===== src/verilog/pwr_regs.svh =====
// Timing constants and reset values for the power button and wake controller.
`ifndef PWR_REGS_SVH
`define PWR_REGS_SVH

// ----------------------------------------------------------------------------
// Clock rate
// ----------------------------------------------------------------------------
`define CORE_CLK_HZ        20000000

// ----------------------------------------------------------------------------
// Press timing: times in milliseconds, counts derived from the clock rate
// ----------------------------------------------------------------------------
`define LONG_PRESS_MS      4000
`define LONG_PRESS_CYC     (`LONG_PRESS_MS * (`CORE_CLK_HZ / 1000))
`define DEBOUNCE_MS        10
`define DEBOUNCE_CYC       (`DEBOUNCE_MS * (`CORE_CLK_HZ / 1000))

// ----------------------------------------------------------------------------
// Reset values
// ----------------------------------------------------------------------------
// Video starts asleep: reset lands in soft off, so the first power-on is a wake too.
`define VIDEO_ASLEEP_RST   1'b1
`define SW_IDLE_RST        1'b1

`endif


===== src/verilog/pwr_pkg.sv =====
// Types shared by the power button and wake controller.
package pwr_pkg;

  // --------------------------------------------------------------------------
  // Global power state, one-hot
  // --------------------------------------------------------------------------
  typedef enum logic [4:0] {
    ST_S0 = 5'h01,  // Working.
    ST_S1 = 5'h02,  // Processor stopped.
    ST_S3 = 5'h04,  // Suspend to RAM.
    ST_S4 = 5'h08,  // Suspend to disk.
    ST_S5 = 5'h10   // Soft off.
  } pstate_type;

  // --------------------------------------------------------------------------
  // Press timer state
  // --------------------------------------------------------------------------
  typedef struct packed {
    logic        sw_reg;      // Debounced switch level, low when pressed.
    logic [31:0] deb_reg;     // Stability counter for the debouncer.
    logic [31:0] hold_reg;    // Length of the current press.
    logic        long_reg;    // A long press was already reported.
    logic        short_reg;   // Short-press pulse.
    logic        lpulse_reg;  // Long-press pulse.
  } timer_type;

  // --------------------------------------------------------------------------
  // Controller state
  // --------------------------------------------------------------------------
  typedef struct packed {
    pstate_type  st_reg;      // Current global state.
    logic        video_reg;   // Video left asleep.
    logic        usb_reg;     // USB port power.
    logic        main_reg;    // Main supply enable.
    logic        wake_reg;    // One-cycle wake pulse.
  } ctrl_type;

endpackage


===== src/verilog/press_if.sv =====
// Carrier for press events between the press timer and the controller.
`timescale 1ns/10ps
`default_nettype none
interface press_if;
  logic short_press;  // One-cycle pulse: press released before the threshold.
  logic long_press;   // One-cycle pulse: press reached the threshold.

  modport timer (output short_press, output long_press);
  modport ctrl  (input short_press, input long_press);
endinterface
`default_nettype wire


===== src/verilog/press_timer.sv =====
// Debouncer and press-length classifier for the power switch.
`timescale 1ns/10ps
`default_nettype none
`include "pwr_regs.svh"
module press_timer
  import pwr_pkg::*;
#(
  parameter int unsigned LONG_CYC = `LONG_PRESS_CYC,
  parameter int unsigned DEB_CYC  = `DEBOUNCE_CYC
) (
  // Clock and reset.
  input  wire logic clk,
  input  wire logic rst,
  // Raw switch, low while pressed.
  input  wire logic sw_n,
  // Press events.
  press_if.timer    prs
);

  timer_type r_reg;   // All state.
  timer_type r_next;  // Next state.

  // ----------------------------------------------------------------------------
  // Next state
  // ----------------------------------------------------------------------------
  // The switch level only flips after it has been steady for DEB_CYC cycles,
  // so contact bounce never produces a second press.
  always_comb begin
    r_next = r_reg;
    r_next.short_reg  = 1'b0;
    r_next.lpulse_reg = 1'b0;
    if (sw_n == r_reg.sw_reg) begin
      r_next.deb_reg = 32'h0;
    end else if (r_reg.deb_reg >= DEB_CYC - 1) begin
      r_next.deb_reg = 32'h0;
      r_next.sw_reg  = sw_n;
    end else begin
      r_next.deb_reg = r_reg.deb_reg + 32'h1;
    end
    // Time the press; classify on release or at the threshold.
    if (!r_reg.sw_reg) begin
      if (r_reg.hold_reg < LONG_CYC) begin
        r_next.hold_reg = r_reg.hold_reg + 32'h1;
      end
      if (r_reg.hold_reg == LONG_CYC - 1 && !r_reg.long_reg) begin
        r_next.lpulse_reg = 1'b1;
        r_next.long_reg   = 1'b1;
      end
    end else begin
      r_next.hold_reg = 32'h0;
      r_next.long_reg = 1'b0;
    end
    // Release of a press that never reached the threshold.
    if (!r_reg.sw_reg && r_next.sw_reg && !r_reg.long_reg && !r_next.lpulse_reg) begin
      r_next.short_reg = 1'b1;
    end
  end

  // ----------------------------------------------------------------------------
  // State register
  // ----------------------------------------------------------------------------
  always_ff @(posedge clk) begin
    if (rst) begin
      r_reg <= '{sw_reg: `SW_IDLE_RST, default: '0};
    end else begin
      r_reg <= r_next;
    end
  end

  assign prs.short_press = r_reg.short_reg;
  assign prs.long_press  = r_reg.lpulse_reg;
endmodule
`default_nettype wire


===== src/verilog/power_button_wake_controller.sv =====
// Power-state controller: power switch, operating-system commands and wake sources.
// How it works
// - Short press: off to on, on to sleep, sleep to on
// - Long press while on or asleep forces soft off
// - Other transitions out of S0 only on operating-system command
// - Operating system can command soft off directly
// - Express wake line wakes only when enabled
// - LAN, PME, switch, RTC, PS/2 wake from any sleep
// - Serial and USB wake only from S1 or S3
// - USB power removed in S4 and S5
// - Video stays asleep after a wake
// - PME wake only when its enable is set
// - PS/2 in S5 wakes only on selected key
`timescale 1ns/10ps
`default_nettype none
`include "pwr_regs.svh"
module power_button_wake_controller
  import pwr_pkg::*;
#(
  parameter int unsigned LONG_PRESS_CYC = `LONG_PRESS_CYC,  // Long-press threshold.
  parameter int unsigned DEBOUNCE_CYC   = `DEBOUNCE_CYC     // Switch settling time.
) (
  // Clock and reset.
  input  wire logic       CORE_CLK,
  input  wire logic       RST,
  // Front panel switch, low while pressed.
  input  wire logic       PWR_SW_N,
  // Wake sources.
  input  wire logic       LAN_WAKE,
  input  wire logic       PME_N,
  input  wire logic       PCIE_WAKE_N,
  input  wire logic       RTC_ALARM,
  input  wire logic       SERIAL_ACT,
  input  wire logic       USB_ACT,
  input  wire logic       PS2_ACT,
  input  wire logic       PS2_ALT_PRTSCR,
  input  wire logic       PS2_POWER_KEY,
  // Wake and sleep configuration levels.
  input  wire logic       PCIE_WAKE_EN,
  input  wire logic       PME_WAKE_EN,
  input  wire logic       PS2_KEY_SEL,
  input  wire logic       BTN_SLEEP_DEEP,
  // Operating-system commands, one-cycle pulses.
  input  wire logic       OS_SLEEP_REQ,
  input  wire logic [4:0] OS_SLEEP_TGT,
  input  wire logic       OS_SOFT_OFF_REQ,
  input  wire logic       OS_VIDEO_ON,
  // Status and power controls.
  output logic      [4:0] PWR_STATE,
  output logic            MAIN_PWR_ON,
  output logic            USB_PWR_ON,
  output logic            VIDEO_ASLEEP,
  output logic            WAKE_PULSE
);

  // ----------------------------------------------------------------------------
  // Helpers
  // ----------------------------------------------------------------------------
  // True in any sleeping state, S5 included.
  function automatic logic is_asleep(input pstate_type s);
    is_asleep = (s != ST_S0);
  endfunction

  // True in the deep states where USB and serial are powered down.
  function automatic logic is_deep(input pstate_type s);
    is_deep = (s == ST_S4) || (s == ST_S5);
  endfunction

  // ----------------------------------------------------------------------------
  // Press timer
  // ----------------------------------------------------------------------------
  press_if prs ();

  press_timer #(
    .LONG_CYC (LONG_PRESS_CYC),
    .DEB_CYC  (DEBOUNCE_CYC)
  ) u_timer (
    .clk  (CORE_CLK),
    .rst  (RST),
    .sw_n (PWR_SW_N),
    .prs  (prs.timer)
  );

  ctrl_type   c_reg;      // All controller state.
  ctrl_type   c_next;     // Next controller state.
  logic       wake_req;   // Some enabled source asks for wake.
  logic       ps2_wake;   // PS/2 activity that qualifies in this state.
  logic       tgt_ok;     // Operating-system target is a legal sleep state.
  pstate_type st_next;    // Next global state.

  // ----------------------------------------------------------------------------
  // Wake qualification
  // ----------------------------------------------------------------------------
  // Sources are masked by the states they may wake from or by their enable; LAN and RTC are never masked.
  always_comb begin
    if (c_reg.st_reg == ST_S5) begin
      ps2_wake = PS2_KEY_SEL ? PS2_POWER_KEY : PS2_ALT_PRTSCR;
    end else begin
      ps2_wake = PS2_ACT;
    end
    wake_req = LAN_WAKE || RTC_ALARM || ps2_wake
             || (!PME_N && PME_WAKE_EN)
             || (!PCIE_WAKE_N && PCIE_WAKE_EN)
             || (!is_deep(c_reg.st_reg) && (SERIAL_ACT || USB_ACT));
  end

  // ----------------------------------------------------------------------------
  // Command decode
  // ----------------------------------------------------------------------------
  // Only the four sleeping states are accepted; any other code is ignored.
  always_comb begin
    case (OS_SLEEP_TGT)
      ST_S1, ST_S3, ST_S4, ST_S5: tgt_ok = 1'b1;
      default:                    tgt_ok = 1'b0;
    endcase
  end

  // ----------------------------------------------------------------------------
  // Global state machine
  // ----------------------------------------------------------------------------
  // In every state but S5 a long press wins over everything, so a hung operating system can always
  // be switched off from the front panel.
  always_comb begin
    st_next = c_reg.st_reg;
    case (c_reg.st_reg)
      ST_S0: begin
        if (prs.long_press) begin
          st_next = ST_S5;
        end else if (OS_SOFT_OFF_REQ) begin
          st_next = ST_S5;
        end else if (prs.short_press) begin
          st_next = BTN_SLEEP_DEEP ? ST_S3 : ST_S1;
        end else if (OS_SLEEP_REQ && tgt_ok) begin
          st_next = pstate_type'(OS_SLEEP_TGT);
        end
      end
      ST_S1, ST_S3, ST_S4: begin
        if (prs.long_press) begin
          st_next = ST_S5;
        end else if (prs.short_press || wake_req) begin
          st_next = ST_S0;
        end
      end
      ST_S5: begin
        if (prs.short_press || wake_req) begin
          st_next = ST_S0;
        end
      end
      default: st_next = ST_S5;
    endcase
  end

  // ----------------------------------------------------------------------------
  // Outputs as next state
  // ----------------------------------------------------------------------------
  // Outputs are derived from the next state so that they change in the same
  // edge as the state and come straight from flip-flops.
  always_comb begin
    c_next        = c_reg;
    c_next.st_reg = st_next;
    c_next.main_reg = (st_next == ST_S0) || (st_next == ST_S1);
    c_next.usb_reg  = !is_deep(st_next);
    c_next.wake_reg = is_asleep(c_reg.st_reg) && !is_asleep(st_next);
    if (!is_asleep(c_reg.st_reg) && is_asleep(st_next)) begin
      c_next.video_reg = 1'b1;
    end else if (OS_VIDEO_ON && (c_reg.st_reg == ST_S0)) begin
      c_next.video_reg = 1'b0;
    end
  end

  // ----------------------------------------------------------------------------
  // State register
  // ----------------------------------------------------------------------------
  // Reset lands in soft off: the standby domain must not power the board up
  // on its own.
  always_ff @(posedge CORE_CLK) begin
    if (RST) begin
      c_reg <= '{st_reg: ST_S5, video_reg: `VIDEO_ASLEEP_RST, default: '0};
    end else begin
      c_reg <= c_next;
    end
  end

  assign PWR_STATE    = c_reg.st_reg;
  assign MAIN_PWR_ON  = c_reg.main_reg;
  assign USB_PWR_ON   = c_reg.usb_reg;
  assign VIDEO_ASLEEP = c_reg.video_reg;
  assign WAKE_PULSE   = c_reg.wake_reg;

  logic others_idle;  // Only serial or USB could be asking for wake.
  assign others_idle = !LAN_WAKE && !RTC_ALARM && !PS2_ACT && !PS2_ALT_PRTSCR
                     && !PS2_POWER_KEY && PME_N && PCIE_WAKE_N;
endmodule
`default_nettype wire


===== config.mk =====
export PLATFORM = sky130hd
export DESIGN_NAME = power_button_wake_controller
export DESIGN_NICKNAME = d
export VERILOG_FILES = /design/src/verilog/pwr_pkg.sv /design/src/verilog/press_if.sv /design/src/verilog/press_timer.sv /design/src/verilog/power_button_wake_controller.sv
export VERILOG_INCLUDE_DIRS = /design/src /design/src/verilog
export SDC_FILE = /design/constraint.sdc
export NUM_CORES = 1
export LEC_CHECK = 0
export ABC_AREA = 1
export ABC_CLOCK_PERIOD_IN_PS = 1500
export BUFFER_PORTS_ARGS = -buffer_cell sky130_fd_sc_hd__buf_2
export CAP_MARGIN = 20
export CORE_MARGIN = 2
export CORE_UTILIZATION = 40
export CTS_BUF_LIST = sky130_fd_sc_hd__clkbuf_4 sky130_fd_sc_hd__clkbuf_8
export DETAILED_ROUTE_END_ITERATION = 16
export GPL_ROUTABILITY_DRIVEN = 0
export GPL_TIMING_DRIVEN = 0
export HOLD_SLACK_MARGIN = 0.03
export PLACE_DENSITY = 0.61
export SLEW_MARGIN = 0
export SYNTH_ARGS = -nofsm -noshare
export SYNTH_HDL_FRONTEND = slang
export SYNTH_SLANG_ARGS = --single-unit

===== constraint.sdc =====
create_clock -name CORE_CLK -period 1.5 [get_ports CORE_CLK]
set_input_delay 0.075 -clock CORE_CLK [delete_from_list [all_inputs] [get_ports CORE_CLK]]
set_output_delay 0.075 -clock CORE_CLK [all_outputs]
set_load 0.005 [all_outputs]

; ---- Yosys cells after proc, flatten, opt, wreduce, memory -nomap -nowiden
; Cells that the tools add are included.
; W data, S select, Z words.
[totals]
reg_bits = 77
inputBits = 24
output_inout_bits = 9
elab_cells = 83
[classes]
n_addsub = 2
magnitude_cmp = 2
eq_ne = 17
muxes = 16
reduce_logical = 35
[ops]
columns = cell, n
row1 = $add A32 B1 Y32 const B, 2
row2 = $eq A32 B27 Y1 const B, 1
row3 = $ge A32 B18 Y1 const B, 1
row4 = $lt A32 B27 Y1 const B, 1
row5 = $mux W5, 6
row6 = $eq A5 B2 Y1 const B, 3
row7 = $eq A5 B4 Y1 const B, 3
row8 = $eq A5 B5 Y1 const B, 3
row9 = $pmux W5 S3, 1
row10 = $logic_and A1 B1 Y1, 11
row11 = $eq A5 B1 Y1 const B, 2
row12 = $eq A5 B3 Y1 const B, 2
row13 = $logic_or A1 B1 Y1, 10
row14 = $ne A5 B1 Y1 const B, 2
row15 = $logic_not A1 Y1, 9
row16 = $mux W1, 8
row17 = $reduce_or A3 Y1, 2
row18 = $reduce_or A2 Y1, 2
row19 = $reduce_or A4 Y1, 1
row20 = $mux W3, 1
row21 = $eq A1 B1 Y1, 1

; ---- Logic depth before layout (Yosys ltp)
[logic_depth]
ltp_word = 13
ltp_mapped = 13
depth_no_buf = 13

; ---- Modules after synthesis
; From an unflattened synthesis, not the netlist that was laid out.
[unflattened]
cells_unflattened = 611
area_unflattened_um2 = 4206.5
[modules_own_cells]
columns = mod, n_inst, cells_per_inst, area_each_um2
row1 = press_timer, 1, 500, 3547.2
row2 = power_button_wake_controller, 1, 111, 659.4

; ---- Least setup slack after synthesis
; No wires, ideal clock.
[synth_timing]
kind = register to register
start = register u_timer.r_reg[35] (netlist name)
end = register u_timer.r_reg[48] (netlist name)
setup_ps = 116
t_arrival_ps = 1393
t_required_ps = 1384
setup_slack_ps = -9
path_stages_with_launch = 12
n_path_buf = 1
path_cell_list = dfxtp_1 > ha_1 > nand2_1 > nor2_1 > nand2_1 > nand2_1 > nand2_1 > nand2_1 > nand3_1 > nand3_2 > buf_4 > a21oi_1
[synth_via]
elab_chain_cells = 2
elab_cells_between_ends = 3
cone_classes = add/sub (1) / order compare (1) / reduce/logical (1)
[synth_rtl]
columns = item, line
row1 = from (decl), press_timer.sv:20  ; timer_type r_reg;
row2 = from (signal assigned), press_timer.sv:66  ; r_reg <= r_next;
row3 = $ge A32 B18 Y1, press_timer.sv:34  ; end else if (r_reg.deb_reg >= DEB_CYC - 1) begin
row4 = $reduce_or A3 Y1 (no source line), -
; Parallel ways exist; a longest one is shown, timed or not.
; A chain may end at the register's enable or synchronous reset.

; ---- Worst setup path after layout
[layout_timing]
start = register u_timer.r_reg[24] (netlist name)
end = register u_timer.r_reg[21] (netlist name)
[layout_via]
elab_chain_cells = 1
[layout_rtl]
columns = item, line
row1 = $lt A32 B27 Y1, press_timer.sv:42  ; if (r_reg.hold_reg < LONG_CYC) begin
; No other way between the ends.

==> results.toml <==
[outcome]
outcome = "finished, violations left"
violations = "setup timing"

[power_and_ir_drop]
swShare_pct = 27.6
power.density_cell_area_nw_per_um2 = 739
combPwrFrac_pct = 8.3
power.share.clock_pct = 37.7
cellLeakagePower_uw = 0.00214
p_sw_uw = 1090
internal_power_uw = 2860
sequentialPowerShare_pct = 53.9
design_power_total_uw = 3940
max-vdd-ir-drop_mv = 0.511

[sta]
grt_setup_unrepaired = "true"
finalHoldViolations = 0
whs_ns = 0.0416
crit_path_time_final_ns = 1.58
maxClockFrequency_ghz = 0.632
worstMarginPinSlew_ns = 0.645
finalClockSkew_ns = 0.00853
max_slew_violation_count = 0
max-slew-margin-rel_pct = 57.0
setup-violations-final = 25
fin_ws_ns = -0.0822
finalCritPeriodShare_pct = 105

[hold_path]
hold_path.class = "in -> reg"

[global_route]
global_route.overflow_total = 0
globalRouteTotalUtil_pct = 17.6
grt_start_max_net_pins = 16
number_of_global_route_vias_before_repair = 3491
grt_antenna_before_repair = 0
grt_first_pass_wirelength_um = 15700

[die]
floorplan.die_area_um2 = 10800
core.rowCount = 36
die_w_um = 104
core_um2 = 9730
initial_core_util_pct = 41.0
fp.dieH_um = 104
design.portCount = 33

[synthesis]
yosysWarnings = 0
synth_top_area_cell = "dfxtp_1"
syn_area_per_cell_um2 = 6.65
yosys_register_bits = 77
synth_top_area_share_pct = 38.6
synth_top_cells_by_area = "dfxtp_1 39%, nand2_1 18%, nor2_1 7.9%"
post_synthesis_instance_total = 600
library_cells_used_by_synthesis = 34
yosysSeqAreaShare_pct = 38.6
area_of_the_mapped_netlist_um2 = 3990

[drt]
postRouteWirelength_um = 10100
post-route-drc-count = 0
ant_nets = 0
firstDrtPassIters = 6
avgRoutedWirePerCell_um = 12.3
detail_route.iter0.violations = 217
post_drt_via_cell_ratio = 4.86
vias = 3994

[run]
drv_cap = 0

[setup_path]
ff2ff_setup_slack_ns = -0.08
crit_type = "reg -> reg"
crit_path_required_time_ns = 1.73
critical_path.endpoint_type = "flop"
worst-path-max-fanout = 6
critPathLaunchType = "flop"
worstPathArrival_ns = 1.81

[place]
portBuffers = 31
detailedPlacementHpwl_um = 6490
placement.setup.worst_slack_ns = -0.357

[final_layout]
largest_register_ffs = 66
filler_instances = 931
fraction_of_layout_instances_using_a_drive_strength_above_1_pct = 32.6
layout.nets = 709
areaGrowthSynthToFinish_pct = 33.7
num_antenna_cells = 0

[clocking]
clock_tree.root_cell = "clkbuf_8"
clock_tree.htree_level_count = 3
clock_sink_count = 77
worst_skew_pair.late_latency_ns = 0.37
cts.path.max_buffers = 2
numCtsBuffers = 9
cts_tree = "yes"
cts.clk_slew.worst_paths_ns = 0.08
==> cells in the mapped netlist, drive strengths merged <==
cell type	instances
nand2	190
a31oi	2
nor3	18
nor3b	2
o21ai	5
o211ai	1
conb	1
inv	70
a21oi	41
nor4	5
xnor2	10
dfxtp	77
ha	2
nor2	92
o21bai	1
nand3	37
or2	5
xor2	15
clkbuf	5
nand3b	5
buf	5
nand4	11
==> area by class of cell <==
cell class	instances	area (um^2)	area share [%]
Timing Repair Buffer	59	427	8.00
Inverter	70	270	5.06
Multi-Input combinational cell	456	2610	48.8
Clock inverter	7	58.8	1.10
Clock buffer	9	124	2.32
Tap cell	133	166	3.12
Timing Repair inverter	1	6.26	0.117
Sequential cell	77	1600	29.9
Buffer	9	82.6	1.55
==> metal layers <==
layer / GRT usage (%) / share of wire (%) / vias to the layer above
met4: 6.56 / 1.8 / 0
met5: 0 / 0 / -
li1: - / - / 2044
met1: 23.0 / 46 / 1844
met3: 3.57 / 3.6 / 20
met2: 28.9 / 48 / 86
==> final timing paths <==
check             depth (start not counted)                 to              start
hold reg to reg                           2  u_timer.r_reg[32]  u_timer.r_reg[32]
setup / recovery                          9  u_timer.r_reg[21]  u_timer.r_reg[24]
hold / removal                            5  u_timer.r_reg[67]           PWR_SW_N
setup reg to reg                          9  u_timer.r_reg[21]  u_timer.r_reg[24]
==> cell families (layout without fill, tap and decap cells) <==
kind of cell | after synthesis | count (layout) | synth area share, %
and+or+nand+nor | 365 | 365 | 39.7
DFF | 77 | 77 | 38.6
adders and majority gates | 2 | 2 | 0.627
other | 1 | 14 | 0.0940
xor gates and xnor gates | 25 | 25 | 5.49
AOI/OAI and AO/OA | 50 | 50 | 6.55
buffers and inverters | 80 | 155 | 8.90
==> stage by stage <==
| stage | std cells | utilization [%] | TNS (ns) | cell area, um^2 |
|---|---|---|---|---|
| after floorplan | 613 | - | 0 | 4040 |
| after global placement | 777 | 44.9 | -6.81 | 4370 |
| after detailed placement | 777 | 44.9 | -7.75 | 4370 |
| after CTS | 811 | 50.2 | -1.10 | 4890 |
| after global routing | 821 | 54.8 | -3.99 | 5340 |
| final | 821 | 54.8 | -1.24 | 5340 |
==> cells in the final DEF (no fill, tap or decap), types with 4 or more instances in the layout <==
master / instances
xor2_1: 14
buf_4: 22
nand3_4: 4
nor4_1: 5
nand2_2: 21
dfxtp_2: 28
nor2_2: 17
nor3_2: 6
inv_2: 4
nand3_1: 25
dfxtp_4: 5
nand2_4: 8
nand3_2: 8
a21oi_1: 25
buf_2: 31
nor3_1: 11
nor2_4: 15
o21ai_0: 4
dfxtp_1: 44
buf_8: 4
xnor2_1: 10
nand2_1: 161
nand3b_1: 5
clkbuf_8: 9
inv_1: 65
nor2_1: 60
nand4_1: 11
a21oi_2: 16
clkbuf_1: 4
conb_1: 14
==> power by group through the flow <==
stage	combinational, uW	sequential, uW	clock (uW)
after floorplan	174	2170	0
after global placement	274	2170	0
after detailed placement	280	2180	0
after CTS	290	2130	1530
after global routing	374	2130	1620
final	329	2130	1490
==> worst max-delay path, stage by stage, from the launching register on <==
cell       delay [ns]
dfxtp_2          0.37
nor2_4           0.18
nand2_1          0.08
nor3_2           0.14
nand3_2          0.12
nand2_4          0.19
inv_8            0.08
clkbuf_16        0.17
nand2_1          0.06
a21oi_1          0.06
==> what timing repair did <==
action | 4_1_cts | 5_1_grt
cloned | 1 | 3
gates resized for setup | 54 | 114
hold buffers | 1 | 0
endpoints found under the hold margin | 1 | 0
pin swaps | 11 | 17
setup endpoints to repair | 46 | 54
setup buffers | 16 | 10
Power figures use the tool's default switching activity.
